[config.mk]
export PLATFORM = sky130hd
export DESIGN_NAME = i2c_status_timing
export DESIGN_NICKNAME = d
export VERILOG_FILES = /design/src/common/i2c_stat_pkg.sv /design/src/hw/pin_sync.sv /design/src/hw/scl_period_gen.sv /design/src/hw/i2c_status_timing.sv
export SDC_FILE = /design/constraint.sdc
export NUM_CORES = 1
export LEC_CHECK = 0
export BUFFER_PORTS_ARGS = -buffer_cell sky130_fd_sc_hd__clkbuf_2
export CORE_AREA = 2 2 91 93
export CTS_CLUSTER_SIZE = 14
export DETAILED_ROUTE_END_ITERATION = 16
export DIE_AREA = 0 0 93 95
export PLACE_DENSITY = 0.81
export SYNTH_ARGS = -nofsm -noshare
export SYNTH_HDL_FRONTEND = slang
export SYNTH_SLANG_ARGS = --single-unit
[constraint.sdc]
create_clock -name CLK_IN -period 7.3 [get_ports CLK_IN]
set_input_delay 1.46 -clock CLK_IN [delete_from_list [all_inputs] [get_ports CLK_IN]]
set_output_delay 1.46 -clock CLK_IN [all_outputs]
set_load 0.005 [all_outputs]
[src/common/i2c_stat_pkg.sv]
package i2c_stat_pkg;
	// ----------------------------------------
	// Register offsets (byte addresses)
	// ----------------------------------------
	localparam logic [7:0] CTRL_OFS = 8'h00;
	localparam logic [7:0] INT_STATUS_OFS = 8'h04;
	localparam logic [7:0] INT_MASK_OFS = 8'h08;
	localparam logic [7:0] BUS_STATE_STATUS_OFS = 8'h18;
	localparam logic [7:0] SCL_TIMING_CONTROL_OFS = 8'h1C;
	// ----------------------------------------
	// Reset values
	// ----------------------------------------
	localparam logic [15:0] BUS_STATE_STATUS_RST = 16'h0002;
	localparam logic [15:0] SCL_TIMING_CONTROL_RST = 16'h0000;
	localparam logic [4:0] CTRL_RST = 5'h00;
	localparam logic [3:0] INT_RST = 4'h0;
	// ----------------------------------------
	// Control register fields
	// ----------------------------------------
	localparam int CTRL_ENABLE_BIT = 0;
	localparam int CTRL_PEC_BIT = 1;
	localparam int CTRL_SMB_TYPE_BIT = 2;
	localparam int CTRL_ARP_BIT = 3;
	localparam int CTRL_BCAST_BIT = 4;
	// ----------------------------------------
	// Interrupt status fields
	// ----------------------------------------
	localparam int INT_STOP_BIT = 0;
	localparam int INT_START_BIT = 1;
	localparam int INT_ADDR_BIT = 2;
	localparam int INT_ARB_BIT = 3;
	// ----------------------------------------
	// Bus state status fields
	// ----------------------------------------
	localparam int PEC_LSB = 8;
	localparam int SECOND_HIT_BIT = 7;
	localparam int HOST_HIT_BIT = 6;
	localparam int DEFAULT_HIT_BIT = 5;
	localparam int BCAST_HIT_BIT = 4;
	localparam int DIRECTION_BIT = 2;
	localparam int BUSY_BIT = 1;
	localparam int ROLE_BIT = 0;
	// ----------------------------------------
	// SCL timing fields and duty factors
	// ----------------------------------------
	localparam int SPEED_BIT = 15;
	localparam int DUTY_BIT = 14;
	localparam int DIV_W = 12;
	localparam logic [15:0] TIMING_WMASK = 16'hCFFF;
	localparam int MUL_FAST2_LOW = 2;
	localparam int MUL_FAST169_LOW = 16;
	localparam int MUL_FAST169_HIGH = 9;
	// ----------------------------------------
	// Address phase report from the byte engine
	// ----------------------------------------
	typedef struct packed {
		logic done;       // Address phase complete pulse
		logic rw;         // Read/write bit of address byte
		logic second;     // Matched own address two
		logic host;       // SMBus host address seen
		logic dflt;       // SMBus device default address seen
		logic bcast;      // General call address seen
	} addr_event_t;
endpackage

[src/hw/pin_sync.sv]
`timescale 1ns/1ps
module pin_sync #(
	parameter int W = 2
) (
	// Clock and reset
	input wire logic clk_in,
	input wire logic nrst_in,
	// Asynchronous levels in, synchronised out
	input wire logic [W-1:0] async_in,
	output logic [W-1:0] sync_out
);
	// ----------------------------------------
	// Two-flop synchroniser per bit
	// ----------------------------------------
	genvar i;
	generate
		for (i = 0; i < W; i++) begin : g_bit
			logic meta_reg; // First stage, read only by second
			always_ff @(posedge clk_in) begin
				if (!nrst_in) begin
					meta_reg <= 1'b1;
					sync_out[i] <= 1'b1;
				end else begin
					meta_reg <= async_in[i];
					sync_out[i] <= meta_reg;
				end
			end
		end
	endgenerate
endmodule

[src/hw/scl_period_gen.sv]
`timescale 1ns/1ps
module scl_period_gen
	import i2c_stat_pkg::*;
(
	// Clock and reset
	input wire logic clk_in,
	input wire logic nrst_in,
	// Timing settings
	input wire logic run_in,
	input wire logic speed_in,
	input wire logic duty_in,
	input wire logic [DIV_W-1:0] div_in,
	// Pull SCL low while high
	output logic scl_low_out
);
	logic [15:0] low_len; // Low period in clocks
	logic [15:0] high_len; // High period in clocks
	logic [15:0] cnt_reg; // Clocks spent in phase
	logic [15:0] len; // Length of current phase

	// ----------------------------------------
	// Period lengths from divider and duty
	// ----------------------------------------
	always_comb begin
		low_len = 16'(div_in);
		high_len = 16'(div_in);
		if (speed_in && duty_in) begin
			low_len = 16'(div_in) * 16'(MUL_FAST169_LOW);
			high_len = 16'(div_in) * 16'(MUL_FAST169_HIGH);
		end else if (speed_in) begin
			low_len = 16'(div_in) * 16'(MUL_FAST2_LOW);
		end
		len = scl_low_out ? low_len : high_len;
	end

	// ----------------------------------------
	// Phase counter; high phase counts from
	// release so it holds the rise time too
	// ----------------------------------------
	// counted, no filter
	always_ff @(posedge clk_in) begin
		if (!nrst_in || !run_in) begin
			cnt_reg <= 16'h0000;
			scl_low_out <= 1'b0;
		end else if (cnt_reg + 16'h0001 >= len) begin
			cnt_reg <= 16'h0000;
			scl_low_out <= ~scl_low_out;
		end else begin
			cnt_reg <= cnt_reg + 16'h0001;
		end
	end
endmodule

[src/hw/i2c_status_timing.sv]
`timescale 1ns/1ps
module i2c_status_timing
	import i2c_stat_pkg::*;
(
	// Clock and reset
	input wire logic CLK_IN,
	input wire logic NRST_IN,
	// Avalon-MM slave
	input wire logic [7:0] AVS_ADDRESS_IN,
	input wire logic AVS_READ_IN,
	input wire logic AVS_WRITE_IN,
	input wire logic [31:0] AVS_WRITEDATA_IN,
	output logic [31:0] AVS_READDATA_OUT,
	output logic AVS_WAITREQUEST_OUT,
	// Interrupt
	output logic IRQ_OUT,
	// Bus pins
	input wire logic SDA_IN,
	input wire logic SCL_IN,
	output logic SCL_OUT,
	output logic SCL_OE_OUT,
	// Byte engine reports
	input wire i2c_stat_pkg::addr_event_t ADDR_EVENT_IN,
	input wire logic START_SENT_IN,
	input wire logic ARB_LOST_IN,
	input wire logic [7:0] PEC_VALUE_IN
);
	logic [1:0] pins_sync; // Synchronised {sda, scl}
	logic sda_s, scl_s, sda_prev_reg; // Line levels
	logic start_det, stop_det; // Bus conditions
	logic restart; // Start seen while busy
	logic [4:0] ctrl_reg; // Control bits
	logic enable; // Interface enable
	logic [3:0] int_status_reg, int_status_next; // Sticky events
	logic [3:0] int_mask_reg; // Event mask
	logic [3:0] events; // Event pulses this cycle
	logic [15:0] timing_reg; // SCL timing control
	logic busy_reg; // Bus busy
	logic role_reg; // Controller role
	logic dir_reg; // Transfer direction
	logic second_reg, host_reg, dflt_reg, bcast_reg; // Hits
	logic flag_clr; // Clear for address hit flags
	logic [15:0] status; // Bus state status word
	logic req, ack_reg; // Bus request and answer
	logic wr_ack, rd_ack; // Write completes, read taken
	logic scl_low; // Generator pulls SCL low

	// ----------------------------------------
	// Pin synchronisation and conditions
	// ----------------------------------------
	pin_sync #(.W(2)) u_sync (
		.clk_in(CLK_IN),
		.nrst_in(NRST_IN),
		.async_in({SDA_IN, SCL_IN}),
		.sync_out(pins_sync)
	);
	assign sda_s = pins_sync[1];
	assign scl_s = pins_sync[0];

	// Previous SDA level for edge detection
	always_ff @(posedge CLK_IN) begin
		if (!NRST_IN) begin
			sda_prev_reg <= 1'b1;
		end else begin
			sda_prev_reg <= sda_s;
		end
	end

	// Start: SDA falls while SCL high; stop: rises
	assign start_det = scl_s && sda_prev_reg && !sda_s;
	assign stop_det = scl_s && !sda_prev_reg && sda_s;
	assign restart = start_det && busy_reg;
	assign enable = ctrl_reg[CTRL_ENABLE_BIT];

	// ----------------------------------------
	// Avalon-MM handshake: one wait cycle
	// ----------------------------------------
	assign req = AVS_READ_IN || AVS_WRITE_IN;
	assign AVS_WAITREQUEST_OUT = req && !ack_reg;
	assign wr_ack = AVS_WRITE_IN && ack_reg;
	assign rd_ack = AVS_READ_IN && !ack_reg;

	// Answer flag rises one cycle after request
	always_ff @(posedge CLK_IN) begin
		if (!NRST_IN) begin
			ack_reg <= 1'b0;
		end else begin
			ack_reg <= req && !ack_reg;
		end
	end

	// Read data captured in the wait cycle
	always_ff @(posedge CLK_IN) begin
		if (!NRST_IN) begin
			AVS_READDATA_OUT <= 32'h00000000;
		end else if (rd_ack) begin
			unique case (AVS_ADDRESS_IN)
				CTRL_OFS: AVS_READDATA_OUT <= 32'(ctrl_reg);
				INT_STATUS_OFS: AVS_READDATA_OUT <= 32'(int_status_reg);
				INT_MASK_OFS: AVS_READDATA_OUT <= 32'(int_mask_reg);
				BUS_STATE_STATUS_OFS: AVS_READDATA_OUT <= 32'(status);
				SCL_TIMING_CONTROL_OFS: AVS_READDATA_OUT <= 32'(timing_reg);
				// Unmapped reads return zero
				default: AVS_READDATA_OUT <= 32'h00000000;
			endcase
		end
	end

	// ----------------------------------------
	// Software registers
	// ----------------------------------------
	// Control and mask writes
	always_ff @(posedge CLK_IN) begin
		if (!NRST_IN) begin
			ctrl_reg <= CTRL_RST;
			int_mask_reg <= INT_RST;
		end else if (wr_ack) begin
			if (AVS_ADDRESS_IN == CTRL_OFS) begin
				ctrl_reg <= AVS_WRITEDATA_IN[4:0];
			end
			if (AVS_ADDRESS_IN == INT_MASK_OFS) begin
				int_mask_reg <= AVS_WRITEDATA_IN[3:0];
			end
		end
	end

	// Timing register; writes while enabled are dropped
	// write only when disabled
	always_ff @(posedge CLK_IN) begin
		if (!NRST_IN) begin
			timing_reg <= SCL_TIMING_CONTROL_RST;
		end else if (wr_ack && !enable &&
			AVS_ADDRESS_IN == SCL_TIMING_CONTROL_OFS) begin
			timing_reg <= AVS_WRITEDATA_IN[15:0] & TIMING_WMASK;
		end
	end

	// ----------------------------------------
	// Interrupt status: read clears, set wins
	// ----------------------------------------
	always_comb begin
		events = 4'h0;
		events[INT_STOP_BIT] = stop_det;
		events[INT_START_BIT] = start_det;
		events[INT_ADDR_BIT] = ADDR_EVENT_IN.done && enable;
		events[INT_ARB_BIT] = ARB_LOST_IN && enable;
		int_status_next = int_status_reg;
		if (rd_ack && AVS_ADDRESS_IN == INT_STATUS_OFS) begin
			int_status_next = 4'h0;
		end
		int_status_next = int_status_next | events;
	end

	// Sticky event bits
	always_ff @(posedge CLK_IN) begin
		if (!NRST_IN) begin
			int_status_reg <= INT_RST;
		end else begin
			int_status_reg <= int_status_next;
		end
	end

	// Level interrupt from unmasked events
	assign IRQ_OUT = |(int_status_reg & int_mask_reg);

	// ----------------------------------------
	// Bus busy
	// ----------------------------------------
	// low line sets, stop clears
	always_ff @(posedge CLK_IN) begin
		if (!NRST_IN) begin
			busy_reg <= BUS_STATE_STATUS_RST[BUSY_BIT];
		end else if (stop_det) begin
			busy_reg <= 1'b0;
		end else if (!sda_s || !scl_s) begin
			busy_reg <= 1'b1;
		end
	end

	// ----------------------------------------
	// Controller role
	// ----------------------------------------
	// start sent sets role
	always_ff @(posedge CLK_IN) begin
		if (!NRST_IN) begin
			role_reg <= BUS_STATE_STATUS_RST[ROLE_BIT];
		end else if (!enable || stop_det || ARB_LOST_IN) begin
			role_reg <= 1'b0;
		end else if (START_SENT_IN) begin
			role_reg <= 1'b1;
		end
	end

	// ----------------------------------------
	// Transfer direction
	// ----------------------------------------
	// direction from R/W bit
	always_ff @(posedge CLK_IN) begin
		if (!NRST_IN) begin
			dir_reg <= BUS_STATE_STATUS_RST[DIRECTION_BIT];
		end else if (!enable || stop_det || restart || ARB_LOST_IN) begin
			dir_reg <= 1'b0;
		end else if (ADDR_EVENT_IN.done) begin
			// Controller transmits on write, target on read
			dir_reg <= role_reg ? !ADDR_EVENT_IN.rw : ADDR_EVENT_IN.rw;
		end
	end

	// ----------------------------------------
	// Address hit flags (target role)
	// ----------------------------------------
	assign flag_clr = !enable || stop_det || restart;

	always_ff @(posedge CLK_IN) begin
		if (!NRST_IN) begin
			second_reg <= BUS_STATE_STATUS_RST[SECOND_HIT_BIT];
			host_reg <= BUS_STATE_STATUS_RST[HOST_HIT_BIT];
			dflt_reg <= BUS_STATE_STATUS_RST[DEFAULT_HIT_BIT];
			bcast_reg <= BUS_STATE_STATUS_RST[BCAST_HIT_BIT];
		end else if (flag_clr) begin
			second_reg <= 1'b0;
			host_reg <= 1'b0;
			dflt_reg <= 1'b0;
			bcast_reg <= 1'b0;
		end else if (ADDR_EVENT_IN.done && !role_reg) begin
			second_reg <= ADDR_EVENT_IN.second;
			host_reg <= ADDR_EVENT_IN.host &&
				ctrl_reg[CTRL_SMB_TYPE_BIT] && ctrl_reg[CTRL_ARP_BIT];
			dflt_reg <= ADDR_EVENT_IN.dflt && ctrl_reg[CTRL_ARP_BIT];
			bcast_reg <= ADDR_EVENT_IN.bcast && ctrl_reg[CTRL_BCAST_BIT];
		end
	end

	// ----------------------------------------
	// Status word assembly
	// ----------------------------------------
	// check value shown when enabled
	always_comb begin
		status = 16'h0000;
		if (ctrl_reg[CTRL_PEC_BIT]) begin
			status[PEC_LSB +: 8] = PEC_VALUE_IN;
		end
		status[SECOND_HIT_BIT] = second_reg;
		status[HOST_HIT_BIT] = host_reg;
		status[DEFAULT_HIT_BIT] = dflt_reg;
		status[BCAST_HIT_BIT] = bcast_reg;
		status[DIRECTION_BIT] = dir_reg;
		status[BUSY_BIT] = busy_reg;
		status[ROLE_BIT] = role_reg;
	end

	// ----------------------------------------
	// SCL timing
	// ----------------------------------------
	// periods
	scl_period_gen u_scl (
		.clk_in(CLK_IN),
		.nrst_in(NRST_IN),
		.run_in(enable && role_reg),
		.speed_in(timing_reg[SPEED_BIT]),
		.duty_in(timing_reg[DUTY_BIT]),
		.div_in(timing_reg[DIV_W-1:0]),
		.scl_low_out(scl_low)
	);

	// Open drain: drive low only
	assign SCL_OUT = 1'b0;
	assign SCL_OE_OUT = scl_low;

	// ----------------------------------------
	// Assertions
	// ----------------------------------------
	property p_busy_stop;
		@(posedge CLK_IN) disable iff (!NRST_IN)
		stop_det |=> !busy_reg;
	endproperty
	a_busy_stop: assert property (p_busy_stop)
		else $error("busy not cleared by stop");

	property p_busy_low;
		@(posedge CLK_IN) disable iff (!NRST_IN)
		(!sda_s && !stop_det) |=> busy_reg;
	endproperty
	a_busy_low: assert property (p_busy_low)
		else $error("busy not set on low line");

	property p_role_set;
		@(posedge CLK_IN) disable iff (!NRST_IN)
		(START_SENT_IN && enable && !stop_det && !ARB_LOST_IN)
			|=> role_reg;
	endproperty
	a_role_set: assert property (p_role_set)
		else $error("role not set on start");

	property p_dir_clr;
		@(posedge CLK_IN) disable iff (!NRST_IN)
		(ARB_LOST_IN || !enable) |=> !dir_reg;
	endproperty
	a_dir_clr: assert property (p_dir_clr)
		else $error("direction not cleared");

	property p_dir_set;
		@(posedge CLK_IN) disable iff (!NRST_IN)
		(ADDR_EVENT_IN.done && !flag_clr && !ARB_LOST_IN && !role_reg)
			|=> dir_reg == $past(ADDR_EVENT_IN.rw);
	endproperty
	a_dir_set: assert property (p_dir_set)
		else $error("direction mismatch");

	property p_host_gate;
		@(posedge CLK_IN) disable iff (!NRST_IN)
		$rose(host_reg) |-> $past(ctrl_reg[CTRL_ARP_BIT -: 2]) == 2'h3;
	endproperty
	a_host_gate: assert property (p_host_gate)
		else $error("host hit without resolution");

	property p_bcast_clr;
		@(posedge CLK_IN) disable iff (!NRST_IN)
		restart |=> !bcast_reg && !second_reg && !dflt_reg;
	endproperty
	a_bcast_clr: assert property (p_bcast_clr)
		else $error("hit flag kept over restart");

	property p_pec;
		@(posedge CLK_IN) disable iff (!NRST_IN)
		!ctrl_reg[CTRL_PEC_BIT] |-> status[15:8] == 8'h00;
	endproperty
	a_pec: assert property (p_pec)
		else $error("check value shown while off");

	property p_std_high;
		@(posedge CLK_IN) disable iff (!NRST_IN)
		($fell(scl_low) && enable && role_reg && !timing_reg[SPEED_BIT]
			&& timing_reg[DIV_W-1:0] == 12'h004)
			|-> !scl_low [*4];
	endproperty
	a_std_high: assert property (p_std_high)
		else $error("standard high period short");

	property p_wait;
		@(posedge CLK_IN) disable iff (!NRST_IN)
		($rose(req) && !ack_reg) |=> !AVS_WAITREQUEST_OUT;
	endproperty
	a_wait: assert property (p_wait)
		else $error("waitrequest held too long");

	c_restart: cover property (@(posedge CLK_IN) restart);
	c_role: cover property (@(posedge CLK_IN) $rose(role_reg));
	c_irq: cover property (@(posedge CLK_IN) $rose(IRQ_OUT));
endmodule

==> flow_summary.ini <==
[run_status]
status = completed

[logic_synthesis]
syn_area_per_cell_um2 = 8.80
synth.ff_latch_count = 73
async_flop_share_pct = 0
synthTopCellsByArea = dfxtp_1, ha_1, mux2i_1, nor2b_1, a22oi_1
synth_top_area_share_pct = 32.1
synth_seq_area_share_pct = 32.1
ys.warnings.count = 0
synth_flop_cell = dfxtp_1
synth-edff-count = 0
syn-instance-count = 517
yosys.area.top_type = dfxtp_1
synth_commonest_cells = dfxtp_1, nor2b_1, nand2_1
synth.most_common_cell = dfxtp_1
synth_area_um2 = 4550
ys_types = 56

[placed_design]
routabilityCongestion = 0.874
port_buffers = 62
dp_hpwl_mm = 7.69
placed_cell_area_um2 = 4830

[global_routing]
grt_max_degree = 53
use_met2_pct = 41.7
grt_usage_pct = 23.8
top_usage_layer = met2
antenna_found_initial = 0
grt_pass1_wl_mm = 16.8
overflow = 0
grt_pass1_vias = 3704
grtUsageMet3_pct = 4.23
use_met1_pct = 29.3

[cells_and_area]
final_area_um2 = 5080
diodes = 0
nFillCells = 715
syn2layout_area_growth_pct = 11.8
final_nets = 665
drive_gt1_share_pct = 15.7

[timing]
rsz0062_at_grt = no
slew_headroom_pct = 45.9
hold_violations = 0
tightest_slew_ps = 812
hold_ws_ps = 417
fmax_ghz = 0.241
post-route-min-period_ps = 4150
slew_viol_final = 0
setup_tns_ps = 0
setup_viol = 0
post-route-period-util_pct = 56.8
fin_skew_ps = 4.83

[worst_setup_path]
endpoint_kind = flop
startpoint_type = flop
cp-endpoint = u_scl.cnt_reg[10]
path_class = reg -> reg
crit_chain = ha_1 > ha_1 > fa_1 > a21o_1 > a31o_2 > a21oi_1 > xnor2_1 > a221oi_1 > ha_1 > nand4_1 > nor4_1 > a21oi_1 > nand3_1 > nor2b_1
critical-path-top-delay-family = adder cells
crit_top_cell = ha_1
r2r_slack_ps = 3150
cp_num_buf_inv = 0
worst-path-max-fanout = 16
r2r_cells = 14
critPathSlowestCell = nand3_1
r2r-end = u_scl.cnt_reg[10]
crit_cells = 14
arrival_ps = 4420
crit_required_ps = 7570
crit_path_start = timing_reg[4]
r2r-start = timing_reg[4]
slowest_delay_ps = 500

[power]
power.density_nw_per_um2 = 164
max-vdd-ir-drop_uv = 124
total_leakage_power_nw = 2.12

[cts]
cts_tree = yes
hold_buffers = 0
cts_htree_levels = 3
numClockSinks = 73
ctsResizeCount = 0
clockBufferDepth = 2
numCtsBuffers = 9
clk_pin_slew_ps = 80
post_cts_buffers = 0
clk_latency_ps = 350
root_buffer = clkbuf_8

[die]
initial_core_util_pct = 57.4
die_area_um2 = 8840
die_w_um = 93
boundaryPins = 98
die_h_um = 95
row_count = 33
core_area_um2 = 7930

[detailed_routing]
wirelength_mm = 10.4
via_per_inst = 5.85
dr_total_vias = 3960
ant_nets = 0
routed_wire_length_per_instance_um = 15.4
drt_pre_antenna_iters = 5
drtIter0Drc = 139
drc = 0

[job]
cap_violations = 0

[min_path]
hold_path_class = reg -> reg
==> worst register-to-register path, cell delays in order (launching register included) <==
cell and delay (ps):
dfxtp_1 470, ha_1 310, ha_1 240, fa_1 440, a21o_1 210, a31o_2 280, a21oi_1 230, xnor2_1 100
a221oi_1 310, ha_1 300, nand4_1 130, nor4_1 70, a21oi_1 230, nand3_1 500, nor2b_1 270
==> area by class of cell <==
type / count / area [um2] / share of cell area [%]
clock buffer: 10 / 138 / 2.71
clock inverter: 6 / 114 / 2.24
inverter: 9 / 33.8 / 0.664
multi-input combinational: 411 / 2890 / 56.8
sequential: 73 / 1460 / 28.7
tap: 105 / 131 / 2.58
timing repair buffer: 63 / 318 / 6.25
==> metrics by stage <==
stage | total power, mW | utilization [%] | setup slack, ps | std cells
after floorplan | 0.439 | - | 3770 | 533
after global placement | 0.450 | 61.0 | 3410 | 661
after detailed placement | 0.451 | 61.0 | 3250 | 661
after CTS | 0.844 | 64.1 | 3160 | 677
after global routing | 0.864 | 64.1 | 2910 | 677
final | 0.836 | 64.1 | 3150 | 677
==> cell families (layout without fill, tap and decap cells) <==
logic type               Yosys count  after routing  synth area share, %
buffers and inverters             49             88                 5.69
flip-flops                        73             73                 32.1
AO/OA/AOI/OAI                    109            109                 15.3
XOR/XNOR                          20             20                 3.85
other                              1             17               0.0824
multiplexers                      41             41                 9.13
adder cells (fa/ha/maj)           36             36                 10.1
AND/OR/NAND/NOR                  188            188                 23.7
==> report_power, final <==
group	switching, mW	leakage (nW)	internal, mW
Combinational	0.0236	1.41	0.0168
Clock	0.156	0.119	0.237
Sequential	0.00164	0.589	0.400
Total	0.181	2.12	0.654
==> per-layer routing <==
| layer | up-vias | routed length [um] |
|---|---|---|
| met1 | 1899 | 4430 |
| met5 | - | 0 |
| met3 | 14 | 536 |
| li1 | 1917 | - |
| met2 | 130 | 5340 |
| met4 | 0 | 130 |
==> cell usage in the layout, fill, tap and decap left out, types with 17 or more instances in the layout <==
cell / count
dfxtp_1: 73
clkbuf_2: 62
nor2b_1: 51
nand2_1: 39
mux2i_1: 37
ha_1: 35
o21ai_0: 28
a21oi_1: 25
a22oi_1: 20
nor2_1: 19
conb_1: 17
==> worst min path at each step <==
stage	startpoint	end	slack (ps)	cells past startpoint
final	u_sync.g_bit[1].meta_reg	u_sync.sync_out[1]	420	1
after global routing	u_sync.g_bit[1].meta_reg	u_sync.sync_out[1]	430	1
after CTS	u_sync.g_bit[1].meta_reg	u_sync.sync_out[1]	420	1
after detailed placement	u_sync.g_bit[1].meta_reg	u_sync.sync_out[1]	400	1
after global placement	u_sync.g_bit[0].meta_reg	u_sync.sync_out[0]	390	1
after floorplan	u_sync.sync_out[0]	busy_reg	380	1
No activity file was read; power rests on OpenSTA's default activity.
